## src/rtl/phy_upper_regs_cfg.svh

```systemverilog
/*
 register addresses, field positions and reset values of the upper register
 bank. assumes inclusion by bare name from the package and the design.
*/
`ifndef PHY_UPPER_REGS_CFG_SVH
`define PHY_UPPER_REGS_CFG_SVH
`define ADDR_LINE_VIEW 8'h15
`define ADDR_TEST_WR 8'h16
`define ADDR_TEST_SET 8'h17
`define ADDR_TEST_CLR 8'h18
`define ADDR_GAP_LO 8'h19
`define ADDR_GAP_HI 8'h2E
`define ADDR_ESCAPE 8'h2F
`define ADDR_VENDOR_LO 8'h30
`define ADDR_BSE_WR 8'h3D
`define ADDR_BSE_SET 8'h3E
`define ADDR_BSE_CLR 8'h3F
`define ADDR_IMM_MASK 8'h3F
`define ADDR_EXT_LIMIT 8'h40
`define BIT_BV_RISE 2
`define BIT_BV_FALL 3
`define TEST_RESET 8'h00
`define BSE_RESET 8'h00
`define BYTE_ZERO 8'h00
`endif

```

## src/rtl/phy_upper_regs_pkg.sv

```systemverilog
/*
 types of the upper register bank. assumes the cfg header beside it.
*/
`include "phy_upper_regs_cfg.svh"
package phy_upper_regs_pkg;
  typedef logic [7:0] reg_byte_t;
  typedef enum logic [1:0] {OP_WRITE, OP_SET, OP_CLR} reg_op_t;
endpackage : phy_upper_regs_pkg

```

## src/rtl/phy_upper_regs.sv

```systemverilog
/*
 upper register bank of a usb transceiver: line view, test byte, b-session
 event control and alternate event reporting. assumes the transfer engine
 gives a decoded address (immediate, or extended after the escape) with
 one-cycle read and write strobes, and takes a one-cycle report pulse.
*/
`timescale 1ns/1ps
`include "phy_upper_regs_cfg.svh"

// Operation
// - line view returns live line level
// - test byte read, load, set, clear
// - test byte resets zero, affects nothing
// - gap addresses accepted, no state change
// - escape address holds no data
// - immediate registers sit at extended bottom
// - vendor range 30h to 3Ch reserved
// - event control read, load, set, clear
// - fall enable reports falling session edge
// - rise enable reports rising session edge
// - extended 00h-3Fh alias immediate registers
module phy_upper_regs (
  // clock and reset
  input wire logic sys_clk,
  input wire logic rst_n,
  // register access from transfer engine
  input wire logic [7:0] reg_addr,
  input wire logic reg_ext,
  input wire logic reg_wr,
  input wire logic reg_rd,
  input wire phy_upper_regs_pkg::reg_byte_t reg_wdata,
  output phy_upper_regs_pkg::reg_byte_t reg_rdata,
  output logic reg_rvalid,
  // line and session levels
  input wire logic bus_line_level_hi,
  input wire logic bus_line_level_lo,
  input wire logic b_session_valid,
  // alternate event report request
  output logic alternate_event_flag
);
  import phy_upper_regs_pkg::*;

  // ***********************************
  // address decode
  // ***********************************
  reg_byte_t test_q;
  reg_byte_t bse_q;
  reg_byte_t rdata_d;
  reg_byte_t eff_addr;
  logic addr_ok;
  logic bv_q;

  always_comb begin
    eff_addr = reg_addr & `ADDR_IMM_MASK;
    addr_ok = !reg_ext || (reg_addr < `ADDR_EXT_LIMIT);
  end

  // ***********************************
  // test byte
  // ***********************************
  always_ff @(posedge sys_clk or negedge rst_n) begin
    if (!rst_n) begin
      test_q <= `TEST_RESET;
    end else if (reg_wr && addr_ok) begin
      case (eff_addr)
        `ADDR_TEST_WR: test_q <= reg_wdata;
        `ADDR_TEST_SET: test_q <= test_q | reg_wdata;
        `ADDR_TEST_CLR: test_q <= test_q & ~reg_wdata;
        default: test_q <= test_q;
      endcase
    end
  end

  // ***********************************
  // b-session event control
  // ***********************************
  always_ff @(posedge sys_clk or negedge rst_n) begin
    if (!rst_n) begin
      bse_q <= `BSE_RESET;
    end else if (reg_wr && addr_ok) begin
      case (eff_addr)
        `ADDR_BSE_WR: bse_q <= reg_wdata;
        `ADDR_BSE_SET: bse_q <= bse_q | reg_wdata;
        `ADDR_BSE_CLR: bse_q <= bse_q & ~reg_wdata;
        default: bse_q <= bse_q;
      endcase
    end
  end

  // ***********************************
  // read path
  // ***********************************
  always_comb begin
    case (eff_addr)
      `ADDR_LINE_VIEW:
        rdata_d = {6'h00, bus_line_level_hi, bus_line_level_lo};
      `ADDR_TEST_WR, `ADDR_TEST_SET, `ADDR_TEST_CLR: rdata_d = test_q;
      `ADDR_BSE_WR, `ADDR_BSE_SET, `ADDR_BSE_CLR: rdata_d = bse_q;
      default: rdata_d = `BYTE_ZERO;
    endcase
    if (!addr_ok) begin
      rdata_d = `BYTE_ZERO;
    end
  end

  always_ff @(posedge sys_clk or negedge rst_n) begin
    if (!rst_n) begin
      reg_rdata <= `BYTE_ZERO;
      reg_rvalid <= 1'b0;
    end else begin
      reg_rvalid <= reg_rd;
      if (reg_rd) begin
        reg_rdata <= rdata_d;
      end
    end
  end

  // ***********************************
  // session edge reports
  // ***********************************
  always_ff @(posedge sys_clk or negedge rst_n) begin
    if (!rst_n) begin
      bv_q <= 1'b0;
      alternate_event_flag <= 1'b0;
    end else begin
      bv_q <= b_session_valid;
      alternate_event_flag <=
        (bv_q && !b_session_valid && bse_q[`BIT_BV_FALL]) ||
        (!bv_q && b_session_valid && bse_q[`BIT_BV_RISE]);
    end
  end
endmodule : phy_upper_regs

```

## config.mk

```make
export PLATFORM = sky130hd
export DESIGN_NAME = phy_upper_regs
export DESIGN_NICKNAME = d
export VERILOG_FILES = /design/src/rtl/phy_upper_regs_pkg.sv /design/src/rtl/phy_upper_regs.sv
export VERILOG_INCLUDE_DIRS = /design/src /design/src/rtl
export SDC_FILE = /design/constraint.sdc
export NUM_CORES = 1
export LEC_CHECK = 0
export ABC_CLOCK_PERIOD_IN_PS = 900
export BUFFER_PORTS_ARGS = -buffer_cell sky130_fd_sc_hd__buf_2
export CORE_ASPECT_RATIO = 0.7
export CORE_UTILIZATION = 25
export DETAILED_ROUTE_END_ITERATION = 6
export MAX_ROUTING_LAYER = met4
export SLEW_MARGIN = 20
export SYNTH_ARGS = -nofsm -noshare
export SYNTH_HDL_FRONTEND = slang
export SYNTH_SLANG_ARGS = --single-unit
```

## constraint.sdc

```tcl
create_clock -name sys_clk -period 0.9 [get_ports sys_clk]
set_input_delay 0.18 -clock sys_clk [delete_from_list [all_inputs] [get_ports sys_clk]]
set_output_delay 0.18 -clock sys_clk [all_outputs]
set_load 0.03 [all_outputs]
```

After elaboration in Yosys (flattened, before gate mapping)
Index checks and enable logic that the tools add are counted.
- bits in registers: 27
- input bits: 24
- output and inout port bits: 10
- word-level logic and storage cells: 39
- $lt $le $gt $ge: 1
- eq/ne operators: 7
- mux-type cells: 4
- bitwise operators: 5
- reductions and logical operators: 16
- operators by type and width (cell ; count):
    $pmux 8 s3 ; 3
    $eq 6x5->1 const B ; 4
    $eq 6x6->1 const B ; 3
    $and 8x8->8 ; 2
    $or 8x8->8 ; 2
    $lt 8x7->1 const B ; 1
    $mux 8 ; 1
    $not 8->8 ; 1
    $reduce_bool 3->1 ; 2
    $reduce_or 3->1 ; 2
    $logic_and 1x1->1 ; 5
    $reduce_and 2->1 ; 2
    $logic_not 1->1 ; 3
    $logic_or 1x1->1 ; 2

Depth between registers and ports, before layout
- depth after elaboration: 4
- depth in mapped cells: 5
- gate-level depth less buffers: 4

Worst setup path after synthesis
No wires, ideal clock.
- kind: input to register
- from: input port reg_addr[1]
- to: register reg_rdata[1]
- library setup time: 0.138 ns
- arrival: 1.067 ns
- data required time: 0.762 ns
- path slack: -0.304 ns
- stages on the path: 5
- path buffers: 1
- path through: and3b_1 -> o21a_1 -> buf_6 -> a222oi_1 -> o22ai_1
- longest elaborated chain between the ends: 4
- elaborated cells on any way between the ends: 13
- those cells by class: order compare: 1; eq/ne: 7; mux: 2; reduce/logical: 3
- ends and longest elaborated chain (what ; RTL line ; source):
    start: declaration ; phy_upper_regs.sv:27 ; input wire logic [7:0] reg_addr,
    $eq 6x6->1 / $eq 6x5->1 (equally long branches) ; phy_upper_regs.sv:94 ; case (eff_addr)
    $reduce_or 3->1 ; phy_upper_regs.sv:94 ;
    $pmux 8 s3 ; phy_upper_regs.sv:94 ;
    $mux 8 (*) ; phy_upper_regs.sv:101 ; if (!addr_ok) begin
    end signal: assignment ; phy_upper_regs.sv:108 ; reg_rdata <= `BYTE_ZERO;
    end signal: assignment ; phy_upper_regs.sv:113 ; reg_rdata <= rdata_d;
    end: declaration ; phy_upper_regs.sv:32 ; output phy_upper_regs_pkg::reg_byte_t reg_rdata,
Every way passes the cells marked *; elsewhere a longest branch is shown, timed or not.
A chain may end at the register's enable or synchronous reset.

Worst setup path in the final report
- from: input port reg_addr[2]
- to: register reg_rdata[0]
The elaborated chain is that of the path after synthesis.

==> summary.txt <==
Synth
  – Ys async rst share: 100%
  – Mux cell area share after synthesis: 0%
  – Main combinational cell family by area after synthesis: compound AO/OA/AOI/OAI gates
  – Synth Register Bits: 27
  – Top post-synthesis cells by area: dfrtp_1 (53%), a22o_1 (11%), o21ai_0 (3.9%), o22ai_1 (3.9%), a22oi_1 (3.5%)
  – Yosys warns: 0
  – Post-Syn Nets: approximately 140
  – Syn Area/Cell: 11.3 sq um
  – Area leader, netlist: dfrtp_1
  – Sequential area share after synthesis: 53.1%
  – Complex-gate fraction of the synthesized area: 30.7%
  – Synth top area share: 53.1%
  – Main synth FF type: dfrtp_1
  – Gate Count Post-Synth: around 110
  – Adder-Cell Fraction of Synth Area: 0%
  – Simple-Gate Fraction of Synth Area: 11.1%
  – Post-synth EDFFs: 0
  – Yosys cell types: 29
  – Synth Cell Area: 0.00127 sq mm
  – XOR/XNOR share of the synthesized area: less than 1%

Worst setup path
  – Critical path required time: between 1 and 1.5 ns
  – Crit-path max FO: 4
  – FF-to-FF End: reg_rdata[0]
  – Kind of end point of the critical path: flip-flop
  – Reg2Reg Depth: 2
  – Setup Crit Path Kind: input port to flip-flop
  – Crit path DAT: 1.31 ns
  – Worst r2r src: test_q[0]
  – R2R setup slack: -0.08 ns
  – CP Launch Type: input port

Worst hold path
  – Hold Path Stages: 1
  – Hold path start: b_session_valid
  – Hold WC Path Type: input port to flip-flop
  – WHS Endpoint: bv_q

STA
  – Hold Vio Cnt, Final: 0
  – Measured slew at the worst slew-check pin: 0.453 ns
  – RSZ-0062 raised after global routing: yes
  – Fmax: 0.861 GHz
  – Final period util: 129%
  – Post-Route Skew: 0.00374 ns
  – Tmin final: 1.16 ns
  – Relative slew margins: 69.8%
  – Final WS setup: -0.262 ns
  – Final Max Tran Viols: 0
  – WHS: just under 0.03 ns
  – Setup violations, final: 34

Detailed routing
  – WL final: 3460 um
  – Vias: 1141
  – Via-to-Cell Ratio: 4.56
  – WL per Instance: 13.8 um
  – Starting DRT DRC Count: 57
  – First-pass detailed-route iteration total: 4
  – ANT nets after route: 0
  – Drt drc: 0

Global route
  – First-pass GRT wire length: 5620 um
  – Vias in the first global route: 1191
  – Total grt overflow: 0
  – Largest net degree at the start of global routing: 28
  – Initial antenna violation count: 0
  – GRT Overall Usage: around 14%

Pwr
  – Switching power: 0.000701 W
  – Pwr per Cell Area: 1300 mW/mm^2
  – Reg power frac: 54.1%
  – Combinational Power Share: 19.1%
  – Worst vdd ir: 0.604 mV
  – Internal power: 0.00193 W
  – P_leak: 0.905 nW
  – Clock network fraction of total power: 26.8%
  – Sw Share: a little over a quarter

Floorplanning
  – Effective utilization at floorplan: 26.3%
  – DIE AREA: 0.00538 sq mm
  – Core area: 0.00483 sq mm
  – Die Span Y: 61.7 um
  – Die width: 87.3 um
  – Number of cell rows: 21
  – IO Count: 34

Clocking
  – Clk sink count: 27
  – Worst-path clk slew: ~0.090 ns
  – Clock buffer depth: 2
  – CTS tree: done
  – H-tree Lvls: 1
  – Total CTS buffers: 3
  – Clock Latency Late Sink: 0.27 ns
  – Clock tree root driver cell: clkbuf_8

Run status
  – Status: complete, but fails checks
  – Violated checks: negative setup slack

Placed design
  – HPWL after DPL: 2480 um
  – Placer congestion estimate: 0.834
  – Pre-CTS WS: -0.573 ns
  – # port buffers: 33

Finish
  – Synthesis-to-layout area growth: 58.6%
  – Fin nets: between 200 and 250
  – Share of cells above drive strength 1: 49.2%
  – Antenna cells: 0

Flow run
  – Reported max-cap violation count: 0
==> how the worst max path moves through the flow <==
stage	start	end	slack [ns]	depth (start not counted)
after floorplan	reg_addr[1]	reg_rdata[0]	-0.27	5
after global placement	reg_addr[5]	reg_rdata[0]	-0.56	7
after detailed placement	reg_addr[3]	reg_rdata[3]	-0.57	6
after CTS	reg_addr[2]	reg_rdata[0]	-0.22	6
after global routing	reg_addr[3]	test_q[7]	-0.29	7
final	reg_addr[2]	reg_rdata[0]	-0.26	6
==> flip-flops by register name, indices dropped and copies added (netlist names) <==
register,cells
alternate_event_flag,1
reg_rdata,8
bv_q,1
test_q,8
reg_rvalid,1
bse_q,8
==> Yosys cell counts (2+ instances only) <==
| library cell | n |
|---|---|
| a22o_1 | 16 |
| o21ai_0 | 10 |
| nand2_1 | 3 |
| a22oi_1 | 6 |
| o21ai_1 | 8 |
| inv_1 | 10 |
| a222oi_1 | 2 |
| nor2_1 | 2 |
| o22ai_1 | 8 |
| clkbuf_1 | 2 |
| dfrtp_1 | 27 |
| nand2b_1 | 2 |
==> metal layers <==
layer | vias up | global-route usage (%) | wire length (um)
met1 | 537 | 19.8 | 1780
met2 | 26 | 22.4 | 1520
met3 | 0 | 3.04 | 153
met5 | - | - | 0
met4 | 0 | 0.937 | 0
li1 | 578 | - | -
==> cell families (layout without fill, tap and decap cells) <==
group	count (synthesis)	after routing
buffers and inverters	13	81
flip-flops	27	27
XOR/XNOR	1	1
AND/OR/NAND/NOR	18	18
AO/OA/AOI/OAI	54	54
==> through the flow <==
step | std cells | total power [W] | TNS (ns) | utilization [%] | cell area, sq um
after floorplan | 113 | 0.00162 | -5.52 | - | 1290
after global placement | 236 | 0.00187 | -11.33 | 35.6 | 1720
after detailed placement | 236 | 0.00187 | -11.96 | 35.6 | 1720
after CTS | 245 | 0.00264 | -4.57 | 40.4 | 1950
after global routing | 250 | 0.00276 | -6.58 | 41.7 | 2020
final | 250 | 0.00263 | -4.89 | 41.7 | 2020
==> area by class of cell <==
cell class                      instances  area, sq um
Fill cell                             496         2820
Sequential cell                        27          676
Multi-Input combinational cell         73          632
Timing Repair Buffer                   67          538
Tap cell                               69         86.3
Clock buffer                            3         41.3
Inverter                               10         37.5
Clock inverter                          1         7.51
==> power groups by stage <==
stage	registers (W)	logic, W	clock network, W
final	0.00142	0.000503	0.000706
after global routing	0.00144	0.000552	0.000773
after CTS	0.00142	0.000490	0.000729
after detailed placement	0.00144	0.000431	0
after global placement	0.00144	0.000427	0
after floorplan	0.00144	0.000187	0
==> cells in the final DEF (no fill, tap or decap), types with 2 or more instances in the layout <==
cell,Yosys,routed
inv_1,10,10
clkbuf_8,0,3
dfrtp_1,27,27
a22o_1,16,16
buf_6,1,14
a22oi_1,6,5
o21ai_1,8,11
o22ai_1,8,8
a222oi_1,2,2
o21ai_2,1,7
buf_8,0,2
buf_4,0,30
nor4_4,1,2
buf_2,0,19
nand2_1,3,2
==> what timing repair did <==
item,in CTS,in global routing
hold endpoints to repair,27,0
hold buffers,1,0
resized for setup,49,6
pin swaps,5,2
setup endpoints to repair,34,34
buffers inserted,4,5
==> critical path, cell delays in order <==
cell and delay, ns:
buf_8 0.10, and3b_1 0.19, o21a_1 0.22, buf_6 0.13
a222oi_1 0.35, o22ai_1 0.13
Power figures use the tool's default switching activity.
